**config.mk**
```make
export PLATFORM = sky130hd
export DESIGN_NAME = pco_top
export DESIGN_NICKNAME = d
export VERILOG_FILES = /design/src/pco_pkg.sv /design/src/pco_trig_div.sv /design/src/pco_top.sv
export VERILOG_INCLUDE_DIRS = /design/src
export SDC_FILE = /design/constraint.sdc
export NUM_CORES = 1
export LEC_CHECK = 0
export ABC_AREA = 1
export BUFFER_PORTS_ARGS = -buffer_cell sky130_fd_sc_hd__buf_2
export CORE_MARGIN = 2
export CORE_UTILIZATION = 25
export CTS_BUF_LIST = sky130_fd_sc_hd__clkbuf_4
export CTS_CLUSTER_DIAMETER = 120
export DETAILED_ROUTE_END_ITERATION = 10
export SLEW_MARGIN = 40
export SYNTH_ARGS = -nofsm -noshare
export SYNTH_HDL_FRONTEND = slang
export SYNTH_SLANG_ARGS = --single-unit
```
**constraint.sdc**
```tcl
create_clock -name i_clock -period 1.9 [get_ports i_clock]
set_input_delay 0.475 -clock i_clock [delete_from_list [all_inputs] [get_ports i_clock]]
set_output_delay 0.475 -clock i_clock [all_outputs]
set_load 0.01 [all_outputs]
```
**src/pco_defines.svh**
```systemverilog
// Constants for the clock synthesizer and clock output configuration block.
// Assumes inclusion by pco_pkg.sv and the design modules by bare name.
`ifndef PCO_DEFINES_SVH
`define PCO_DEFINES_SVH

// Register offsets on the serial control port
`define PCO_ADDR_REFO      8'h3c
`define PCO_ADDR_FBDIV12   8'h3d
`define PCO_ADDR_FBDIV3    8'h3e
`define PCO_ADDR_OSC       8'h3f
`define PCO_ADDR_PE        8'h48
`define PCO_ADDR_TRIG      8'h57

// Reset values
`define PCO_RST_REFO       8'h01
`define PCO_RST_FBDIV12    8'h00
`define PCO_RST_FBDIV3     8'h20
`define PCO_RST_OSC        8'h4f
`define PCO_RST_PE         8'h00
`define PCO_RST_TRIG       8'h00
`define PCO_RST_RDATA      8'h00

// Field positions
`define PCO_REFO_EN_BIT    0
`define PCO_SECOND_MSB     3
`define PCO_SECOND_LSB     2
`define PCO_FIRST_MSB      1
`define PCO_FIRST_LSB      0
`define PCO_THIRD_MSB      5
`define PCO_OSC_MSB        6
`define PCO_PE_MSB         3
`define PCO_TRIG_EN_BIT    7
`define PCO_TRIG_MODE_MSB  2

// Encodings
`define PCO_DIV_RESERVED   2'h3
`define PCO_THIRD_ILLEGAL  6'h00
`define PCO_MODE_UI16      3'h0
`define PCO_MODE_UI32      3'h1
`define PCO_MODE_UI64      3'h2
`define PCO_MODE_TSTAMP    3'h3
`define PCO_LANES          8

// Last tick index of each half period of the trigger clock
`define PCO_HALF_UI16      6'h07
`define PCO_HALF_UI32      6'h0f
`define PCO_HALF_UI64      6'h1f

`endif

```
**src/pco_pkg.sv**
```systemverilog
// Types for the clock synthesizer and clock output configuration block.
// Assumes pco_defines.svh is on the include path.
`default_nettype none
`include "pco_defines.svh"

package pco_pkg;

	// Software-visible register images
	typedef struct packed {
		logic [7:0] refo;
		logic [7:0] fbdiv12;
		logic [7:0] fbdiv3;
		logic [7:0] osc;
		logic [7:0] pe;
		logic [7:0] trig;
	} pco_regs_t;

	// Divider settings as handed to the synthesizer
	typedef struct packed {
		logic [1:0] first_code;
		logic [1:0] second_code;
		logic [5:0] third_ratio;
	} pco_div_cfg_t;

	// Whole state of the configuration module
	typedef struct packed {
		pco_regs_t    regs;
		pco_div_cfg_t applied;
		logic [7:0]   rdata;
		logic         rvalid;
		logic [1:0]   en_sync;
		logic [1:0]   rst_sync;
		logic         ref_out;
	} pco_state_t;

	// Whole state of the trigger output divider
	typedef struct packed {
		logic [5:0] cnt;
		logic       pin;
		logic [1:0] ts_sync;
	} pco_trig_state_t;

endpackage : pco_pkg

`default_nettype wire

```
**src/pco_trig_div.sv**
```systemverilog
// Trigger output divider: UI clock divider or resampled timestamp.
// Assumes i_ui_tick and i_serdes_reinit come from the same clock domain;
// the timestamp input is an asynchronous pin.
`default_nettype none
`include "pco_defines.svh"

module pco_trig_div
	import pco_pkg::*;
(
	input  wire logic       i_clock,
	input  wire logic       i_resetn,
	input  wire logic       i_enable,
	input  wire logic [2:0] i_mode,
	input  wire logic       i_ui_tick,
	input  wire logic       i_serdes_reinit,
	input  wire logic       i_timestamp_input,
	output var  logic       o_trig_output_pin
);

	pco_trig_state_t st_r;   // Registered state
	pco_trig_state_t st_nxt; // Next state
	logic [5:0]      half;   // Last tick of a half period

	// Next-state logic
	always_comb begin
		half = `PCO_HALF_UI16;
		st_nxt = st_r;
		st_nxt.ts_sync = {st_r.ts_sync[0], i_timestamp_input};
		case (i_mode)
			`PCO_MODE_UI32: half = `PCO_HALF_UI32;
			`PCO_MODE_UI64: half = `PCO_HALF_UI64;
			default:        half = `PCO_HALF_UI16;
		endcase
		if (!i_enable) begin
			st_nxt.cnt = 6'h00;
			st_nxt.pin = 1'b0;
		end else if (i_mode == `PCO_MODE_TSTAMP) begin
			st_nxt.cnt = 6'h00;
			st_nxt.pin = st_r.ts_sync[1];
		end else if (i_mode <= `PCO_MODE_UI64) begin
			if (i_serdes_reinit) begin
				// Output drops while the serializer re-initialises
				st_nxt.cnt = 6'h00;
				st_nxt.pin = 1'b0;
			end else if (i_ui_tick) begin
				if (st_r.cnt >= half) begin
					st_nxt.cnt = 6'h00;
					st_nxt.pin = ~st_r.pin;
				end else begin
					st_nxt.cnt = st_r.cnt + 6'h01;
				end
			end
		end else begin
			// Reserved modes keep the pin quiet rather than guess
			st_nxt.cnt = 6'h00;
			st_nxt.pin = 1'b0;
		end
	end

	// State register
	always_ff @(posedge i_clock or negedge i_resetn) begin
		if (!i_resetn) begin
			st_r <= '0;
		end else begin
			st_r <= st_nxt;
		end
	end

	assign o_trig_output_pin = st_r.pin;
endmodule // pco_trig_div

`default_nettype wire

```
**src/pco_top.sv**
```systemverilog
// Clock synthesizer and clock output configuration registers.
// Assumes register port signals are synchronous to i_clock; the synthesizer
// enable pin, synthesizer reset control and timestamp are asynchronous.
//
// Operation
// - Reference output follows enable bit and pin
// - Reference output enable resets to one
// - Second divider codes 1,2,4; reset zero
// - First divider codes 5,4,3; reset zero
// - Third divider ratio 1 to 63, reset 32
// - One pre-emphasis setting for all lanes
// - Trigger enable gates trigger buffer and divider
// - Trigger modes 16/32/64 UI, timestamp copy
// - Serializer reinit briefly interrupts trigger clock
`default_nettype none
`include "pco_defines.svh"

module pco_top
	import pco_pkg::*;
(
	input  wire logic       i_clock,
	input  wire logic       i_resetn,
	input  wire logic       i_reg_wr,
	input  wire logic       i_reg_rd,
	input  wire logic [7:0] i_reg_addr,
	input  wire logic [7:0] i_reg_wdata,
	input  wire logic       i_synth_enable,
	input  wire logic       i_synth_reset_ctrl,
	input  wire logic       i_ui_tick,
	input  wire logic       i_serdes_reinit,
	input  wire logic       i_timestamp_input,
	output var  logic [7:0] o_reg_rdata,
	output var  logic       o_reg_rvalid,
	output var  logic       o_ref_clock_out,
	output var  pco_div_cfg_t o_div_cfg,
	output var  logic [6:0] o_oscillator_bias,
	output var  logic [`PCO_LANES-1:0][3:0] o_lane_preemphasis,
	output var  logic       o_trig_output_enable,
	output var  logic       o_trig_output_pin
);

	pco_state_t st_r;   // Registered state
	pco_state_t st_nxt; // Next state

	// Register writes, read answer, synchronisers and applied dividers
	always_comb begin
		st_nxt = st_r;
		// Only the second stage of each synchroniser is read below
		st_nxt.en_sync = {st_r.en_sync[0], i_synth_enable};
		st_nxt.rst_sync = {st_r.rst_sync[0], i_synth_reset_ctrl};
		st_nxt.rvalid = i_reg_rd;
		// Writes store the whole byte; reserved bits are the host's duty
		if (i_reg_wr) begin
			if (i_reg_addr == `PCO_ADDR_REFO) begin
				st_nxt.regs.refo = i_reg_wdata;
			end else if (i_reg_addr == `PCO_ADDR_FBDIV12) begin
				st_nxt.regs.fbdiv12 = i_reg_wdata;
			end else if (i_reg_addr == `PCO_ADDR_FBDIV3) begin
				st_nxt.regs.fbdiv3 = i_reg_wdata;
			end else if (i_reg_addr == `PCO_ADDR_OSC) begin
				st_nxt.regs.osc = i_reg_wdata;
			end else if (i_reg_addr == `PCO_ADDR_PE) begin
				st_nxt.regs.pe = i_reg_wdata;
			end else if (i_reg_addr == `PCO_ADDR_TRIG) begin
				st_nxt.regs.trig = i_reg_wdata;
			end
		end
		// Read answer, registered; unmapped offsets read zero
		if (i_reg_rd) begin
			if (i_reg_addr == `PCO_ADDR_REFO) begin
				st_nxt.rdata = st_r.regs.refo;
			end else if (i_reg_addr == `PCO_ADDR_FBDIV12) begin
				st_nxt.rdata = st_r.regs.fbdiv12;
			end else if (i_reg_addr == `PCO_ADDR_FBDIV3) begin
				st_nxt.rdata = st_r.regs.fbdiv3;
			end else if (i_reg_addr == `PCO_ADDR_OSC) begin
				st_nxt.rdata = st_r.regs.osc;
			end else if (i_reg_addr == `PCO_ADDR_PE) begin
				st_nxt.rdata = st_r.regs.pe;
			end else if (i_reg_addr == `PCO_ADDR_TRIG) begin
				st_nxt.rdata = st_r.regs.trig;
			end else begin
				st_nxt.rdata = `PCO_RST_RDATA;
			end
		end
		st_nxt.ref_out = st_r.regs.refo[`PCO_REFO_EN_BIT] & st_r.en_sync[1];
		// Holding the old ratios keeps the loop steady while the host rewrites them
		// Apply only outside reset
		if (!st_r.rst_sync[1]) begin
			// A reserved code would leave the loop at an undefined ratio, so it is dropped
			// First divider code
			if (st_r.regs.fbdiv12[`PCO_FIRST_MSB:`PCO_FIRST_LSB] != `PCO_DIV_RESERVED) begin
				st_nxt.applied.first_code = st_r.regs.fbdiv12[`PCO_FIRST_MSB:`PCO_FIRST_LSB];
			end
			if (st_r.regs.fbdiv12[`PCO_SECOND_MSB:`PCO_SECOND_LSB] != `PCO_DIV_RESERVED) begin
				st_nxt.applied.second_code =
					st_r.regs.fbdiv12[`PCO_SECOND_MSB:`PCO_SECOND_LSB];
			end
			// Third ratio; zero is unsupported and ignored
			if (st_r.regs.fbdiv3[`PCO_THIRD_MSB:0] != `PCO_THIRD_ILLEGAL) begin
				st_nxt.applied.third_ratio = st_r.regs.fbdiv3[`PCO_THIRD_MSB:0];
			end
		end
	end

	// State register; reset values make the reference output come up alone
	always_ff @(posedge i_clock or negedge i_resetn) begin
		if (!i_resetn) begin
			st_r.regs.refo <= `PCO_RST_REFO;
			st_r.regs.fbdiv12 <= `PCO_RST_FBDIV12;
			st_r.regs.fbdiv3 <= `PCO_RST_FBDIV3;
			st_r.regs.osc <= `PCO_RST_OSC;
			st_r.regs.pe <= `PCO_RST_PE;
			st_r.regs.trig <= `PCO_RST_TRIG;
			// Applied dividers start at the reset ratios of their fields
			st_r.applied.first_code <= 2'h0;
			st_r.applied.second_code <= 2'h0;
			st_r.applied.third_ratio <= 6'h20;
			// Read port idle
			st_r.rdata <= `PCO_RST_RDATA;
			st_r.rvalid <= 1'b0;
			// Synchronisers start low, so the reference output waits for the pin
			st_r.en_sync <= 2'h0;
			st_r.rst_sync <= 2'h0;
			st_r.ref_out <= 1'b0;
		end else begin
			st_r <= st_nxt;
		end
	end

	generate
		for (genvar g = 0; g < `PCO_LANES; g++) begin : g_lane
			assign o_lane_preemphasis[g] = st_r.regs.pe[`PCO_PE_MSB:0];
		end
	endgenerate

	// Outputs straight from state flops
	assign o_reg_rdata = st_r.rdata;
	assign o_reg_rvalid = st_r.rvalid;
	assign o_ref_clock_out = st_r.ref_out;
	assign o_div_cfg = st_r.applied;
	// Bias passes through as written; choosing 0x4A is the host's job
	assign o_oscillator_bias = st_r.regs.osc[`PCO_OSC_MSB:0];
	assign o_trig_output_enable = st_r.regs.trig[`PCO_TRIG_EN_BIT];

	// Trigger output divider; mode changes while enabled are not guarded
	pco_trig_div u_trig (
		.i_clock          (i_clock),
		.i_resetn         (i_resetn),
		.i_enable         (st_r.regs.trig[`PCO_TRIG_EN_BIT]),
		.i_mode           (st_r.regs.trig[`PCO_TRIG_MODE_MSB:0]),
		.i_ui_tick        (i_ui_tick),
		.i_serdes_reinit  (i_serdes_reinit),
		.i_timestamp_input(i_timestamp_input),
		.o_trig_output_pin(o_trig_output_pin)
	);
endmodule // pco_top

`default_nettype wire

```
Yosys cells after proc, flatten, opt, wreduce, memory -nomap -nowiden
Index checks and enable logic that the tools add are counted.
{ "op_classes": {"n_lt_le_gt_ge": 2, "n_eq_ne": 13, "bitwise_logic": 8, "n_reduce_logical": 11, "n_addsub": 1, "muxes": 14} }
{ "op_table": {"columns": ["op", "n"], "rows": [
  ["two-way mux 8 bit", 6],
  ["two-way mux 7 bit", 5],
  ["equality test 8 x 6 -> 1 bit, second input constant", 4],
  ["equality test 8 x 7 -> 1 bit, second input constant", 2],
  ["inequality test 5 x 4 -> 1 bit, second input constant", 2],
  ["one-hot mux 5 bit (2 select lines)", 1],
  ["AND reduction 2 bit", 5],
  ["inverter 1 bit", 7],
  ["AND reduction 7 bit", 1],
  ["adder 6 x 1 -> 6 bit, second input constant", 1],
  ["equality test 3 x 2 -> 1 bit, second input constant", 2],
  [">= comparator 6 x 5 -> 1 bit", 1],
  ["two-way mux 6 bit", 1],
  ["AND reduction 6 bit", 1],
  ["nonzero test 6 bit", 1],
  ["AND reduction 5 bit", 1],
  ["inequality test 2 bit, second input constant", 2],
  ["AND reduction 4 bit", 1],
  ["equality test 3 x 1 -> 1 bit, second input constant", 1],
  ["<= comparator 3 x 2 -> 1 bit, second input constant", 1],
  ["AND reduction 3 bit", 1],
  ["bitwise AND 1 bit", 1],
  ["two-way mux 1 bit", 1]
]} }
{ "word_totals": {"inputBits": 25, "word_cells": 66, "regBits": 81, "out_inout_bits": 61} }

Depth between registers and ports, before layout
{ "logic_depth": {"depth_word": 9, "mapped_depth": 10, "ltp_nobuf": 10} }

Hierarchy
A second synthesis with hierarchy kept.
{ "hier_totals": {"cells_unflattened": 523, "hier_area_um2": 4290.4} }
{ "by_module_without_submodules": {"columns": ["mod", "seq_area_each_um2", "instances", "area_per_inst_um2", "cells_per_inst"], "rows": [
  ["pco_top", 1811.7, 1, 3686.0, 436],
  ["pco_trig_div", 225.2, 1, 604.3, 87]
]} }

Worst setup path before layout
OpenSTA, ideal clock, no wires.
{ "synth_path": {"path_kind": "reg2reg", "startpoint": "reg st_r[24] in the netlist's numbering", "endpoint": "reg u_trig.st_r[7] in the netlist's numbering", "setup_slack_ps": 314, "t_required_ps": 1823, "t_arrival_ps": 1509, "setup_ps": 77, "path_stages_with_launch": 11, "synth_period_minus_slack_ps": 1586, "path_buffers": 0, "cell_sequence": "dfrtp_1 > a21oi_1 > o21ai_0 > ha_1 > inv_1 > nor2_1 > o21ai_0 > nand2_1 > nand2_1 > o21ai_0 > a21oi_1"} }
{ "synth_between": {"elab_chain_len": 9, "word_cells_on_any_way": 13, "classes_between": "order compare: 2; eq/ne: 4; mux: 7"} }
{ "synth_rtl": {"columns": ["element", "line", "source"], "rows": [
  ["from (decl)", "pco_top.sv:42", "pco_state_t st_r;"],
  ["from (signal assigned)", "pco_top.sv:127", "st_r <= st_nxt;"],
  ["equality test 3 x 2 -> 1 bit or equality test 3 x 1 -> 1 bit (tied branches)", "pco_trig_div.sv:29", "case (i_mode)"],
  ["one-hot mux 5 bit (2 select lines)", "pco_trig_div.sv:29", null],
  [">= comparator 6 x 5 -> 1 bit", "pco_trig_div.sv:46", "if (st_r.cnt >= half) begin"],
  ["two-way mux 6 bit", "pco_trig_div.sv:46", null],
  ["two-way mux 7 bit", "pco_trig_div.sv:45", "end else if (i_ui_tick) begin"],
  ["two-way mux 7 bit", "pco_trig_div.sv:41", "if (i_serdes_reinit) begin"],
  ["two-way mux 7 bit", "pco_trig_div.sv:40", "end else if (i_mode <= `PCO_MODE_UI64) begin"],
  ["two-way mux 7 bit", "pco_trig_div.sv:37", "end else if (i_mode == `PCO_MODE_TSTAMP) begin"],
  ["two-way mux 7 bit", "pco_trig_div.sv:34", "if (!i_enable) begin"],
  ["to (signal assigned)", "pco_trig_div.sv:65", "st_r <= st_nxt;"],
  ["to (decl)", "pco_trig_div.sv:20", "pco_trig_state_t st_r;"]
]} }
Several ways; a longest one is shown, not always the timed one. The select of a mux whose other input is x is not followed.
A chain may end at the register's enable or synchronous reset.

Worst setup path after layout
Same ends and word-level chain as after synthesis.

==> flow_summary.json <==
{
  "status": "finished, final reports clean",
  "seq_area_um2": 2040,
  "ys_types": 36,
  "start_util": 0.254,
  "ys_seq_elements": 81,
  "min_period_ns": 1.71,
  "final_nets": 558,
  "tns_ns": 0,
  "layout-drive-gt1-share": 0.325,
  "final_common_cell": "nand2_1",
  "clk_pin_slew_ns": 0.15,
  "hold_viol": 0,
  "syn_avg_cell_area_um2": 8.91,
  "fin_cells": 761,
  "holdPathEnd": "st_nxt[2]$_DFF_PN0_",
  "cp.arrival_ns": 2.08,
  "viasPerCell": 4.17,
  "wl_per_cell_um": 13.2,
  "multi_input_area_um2": 1610,
  "maxSlewViolCount": 0,
  "ys_top_cells_by_area": "dfrtp_1, buf_4, nand2_1, dfstp_2, inv_1",
  "die_h_um": 136,
  "clk_latency_ns": 0.44,
  "worstMarginPinSlew_ns": 0.627,
  "ys.warnings.count": 0,
  "finalCritPeriodShare": 0.900,
  "grt_max_degree": 43,
  "drt_iter0_markers": 273,
  "core_area_um2": 17200,
  "worst_ep_required_time_ns": 2.28,
  "clockBufferDepth": 2,
  "htree_levels": 3,
  "yosys.area.top_type": "dfrtp_1",
  "hp-class": "primary input to flip-flop",
  "synth_seq_area_share": 0.467,
  "cts_made_buffers": 9,
  "layout_common_cells": "nand2_1, buf_2, dfrtp_1, inv_1, nand3_1",
  "io_buffers": 85,
  "cts_tree": "done",
  "synth_fa_ha_area_frac": 0.00860,
  "path_max_fanout": 6,
  "cap_violations": 0,
  "grt_pass1_wl_mm": 16.0,
  "synth_xor_area_frac": 0,
  "fmax_mhz": 585,
  "area_growth_pct": 10.8,
  "first_pass_iters": 4,
  "syn-cell-area_um2": 4370,
  "cts_root_buf": "clkbuf_4",
  "r2r_setup_slack_ns": 0.19,
  "relSlewSlack": 0.579,
  "ant_nets": 0,
  "powerDensity_nw_per_um2": 736,
  "grt.total_usage": 0.114,
  "critical_path_class": "flip-flop to flip-flop",
  "synth_top_family_by_area": "simple AND/OR/NAND/NOR gates",
  "r2r_end": "u_trig.st_r[7]$_DFFE_PN0P_",
  "min_path_cells": 1,
  "placed_cells": 739,
  "cts_sinks": 81,
  "skew_ns": 0.0230,
  "rows": 48,
  "rsz0062_at_grt": "false",
  "hpwl_mm": 7.74,
  "min_from": "i_synth_reset_ctrl",
  "dieWidth_um": 136,
  "io_pins": 86,
  "drc": 0,
  "grt_pass1_vias": 2932,
  "synth.net_count": 518,
  "ir_drop_mv": 0.232,
  "vias": 3175,
  "finalSetupViolCount": 0,
  "grt_overflow_total": 0,
  "reg2reg_depth": 10,
  "synth_compound_area_frac": 0.124,
  "p_leak_nw": 2.47,
  "r2r-start": "st_r[24]$_DFFE_PN0P_",
  "dieArea_um2": 18500,
  "synth_mux_area_frac": 0.0103,
  "gp_congestion": 0.855,
  "syn_inst": 490,
  "synth_top_area_frac": 0.418,
  "antenna_found_initial": 1,
  "synth-simple-area-share": 0.224,
  "wirelength_mm": 10.1,
  "num-fill-cells": 1888,
  "cp-start-kind": "flip-flop",
  "end_kind": "flip-flop"
}
-- synthesized netlist by cell type (all sizes together) --
| cell | count |
|---|---|
| o2111ai | 6 |
| a21oi | 3 |
| dfrtp | 73 |
| dfstp | 8 |
| nor2 | 35 |
| nand4 | 6 |
| ha | 3 |
| buf | 67 |
| nand2 | 119 |
| nor3 | 2 |
| nand3b | 1 |
| clkinv | 2 |
| o211ai | 3 |
| mux2 | 4 |
| and3 | 1 |
| o31ai | 2 |
| or2 | 1 |
| inv | 51 |
| nand3 | 33 |
| o21a | 8 |
| o21ai | 62 |
-- what timing repair did --
action,CTS,global route
hold buffers,1,0
setup buffers,0,4
hold endpoints to repair,18,0
resized for setup,0,5
endpoints found under the setup margin,0,5
-- per-layer routing --
layer  track usage  vias up  share of wire
met5             0        -              0
met4        0.0451        0          0.019
met3        0.0406       10          0.084
met2         0.151       91           0.41
met1         0.164     1451           0.49
li1              -     1623              -
-- cell type report --
| cell class | instances | share of cell area |
|---|---|---|
| flip-flops and latches | 81 | 0.422 |
| multi-input cells | 289 | 0.332 |
| repair buffers | 96 | 0.109 |
| well taps | 225 | 0.0582 |
| inverters | 53 | 0.0427 |
| clock inverters | 7 | 0.0222 |
| clock buffers | 9 | 0.0140 |
| diodes | 1 | 0.000517 |
-- kinds of logic (layout without fill, tap and decap cells) --
logic type               Yosys count  after routing
buffers and inverters            120            165
other                              0              1
adder cells (fa/ha/maj)            3              3
flip-flops                        81             81
multiplexers                       4              4
AND/OR/NAND/NOR                  198            198
AO/OA/AOI/OAI                     84             84
-- sequential cells by signal, summed over array words and instances, names as in the netlist --
register                  cells
o_reg_rdata                   8
st_r                         38
u_trig.o_trig_output_pin      1
st_nxt                        2
o_ref_clock_out               1
o_lane_preemphasis            4
o_div_cfg                    10
u_trig.st_nxt                 1
u_trig.st_r                   7
o_trig_output_enable          1
o_reg_rvalid                  1
o_oscillator_bias             7
-- worst max-delay path by stage --
stage	from	to	slack, ns
after global placement	i_reg_addr[0]	o_reg_rdata[4]$_DFFE_PN0P_	0.13
after CTS	st_r[26]$_DFFE_PN0P_	u_trig.st_r[7]$_DFFE_PN0P_	0.07
after detailed placement	st_r[26]$_DFFE_PN0P_	u_trig.st_r[7]$_DFFE_PN0P_	0.09
final	st_r[24]$_DFFE_PN0P_	u_trig.st_r[7]$_DFFE_PN0P_	0.19
after global routing	st_r[24]$_DFFE_PN0P_	u_trig.st_r[7]$_DFFE_PN0P_	0.02
after floorplan	st_r[24]$_DFFE_PN0P_	u_trig.st_r[7]$_DFFE_PN0P_	0.31
-- per-stage QoR --
step,instance area [µm²],utilization,hold WS [ns],worst slack (ns),total power (W)
floorplan,4370,-,0.179,0.314,0.00224
global placement,4610,0.268,0.335,0.126,0.00236
detailed placement,4610,0.268,0.335,0.0872,0.00237
CTS,4800,0.279,0.0929,0.0685,0.00361
global route,4840,0.282,0.0909,0.0194,0.00376
finish,4840,0.282,0.120,0.190,0.00356
-- power breakdown --
part	switching, W	internal, W
sequential	0.0000751	0.00182
combinational	0.000274	0.000162
clock	0.000667	0.000560
-- critical path: stages, from the launching register on --
cell     delay (ns)
dfrtp_2        0.47
a21oi_2        0.16
o21ai_0        0.11
ha_1           0.28
inv_1          0.05
nor2_1         0.03
o21ai_0        0.13
nand2_1        0.10
nand2_2        0.11
o21ai_0        0.10
a21oi_1        0.11
(Power assumes the default switching activity.)
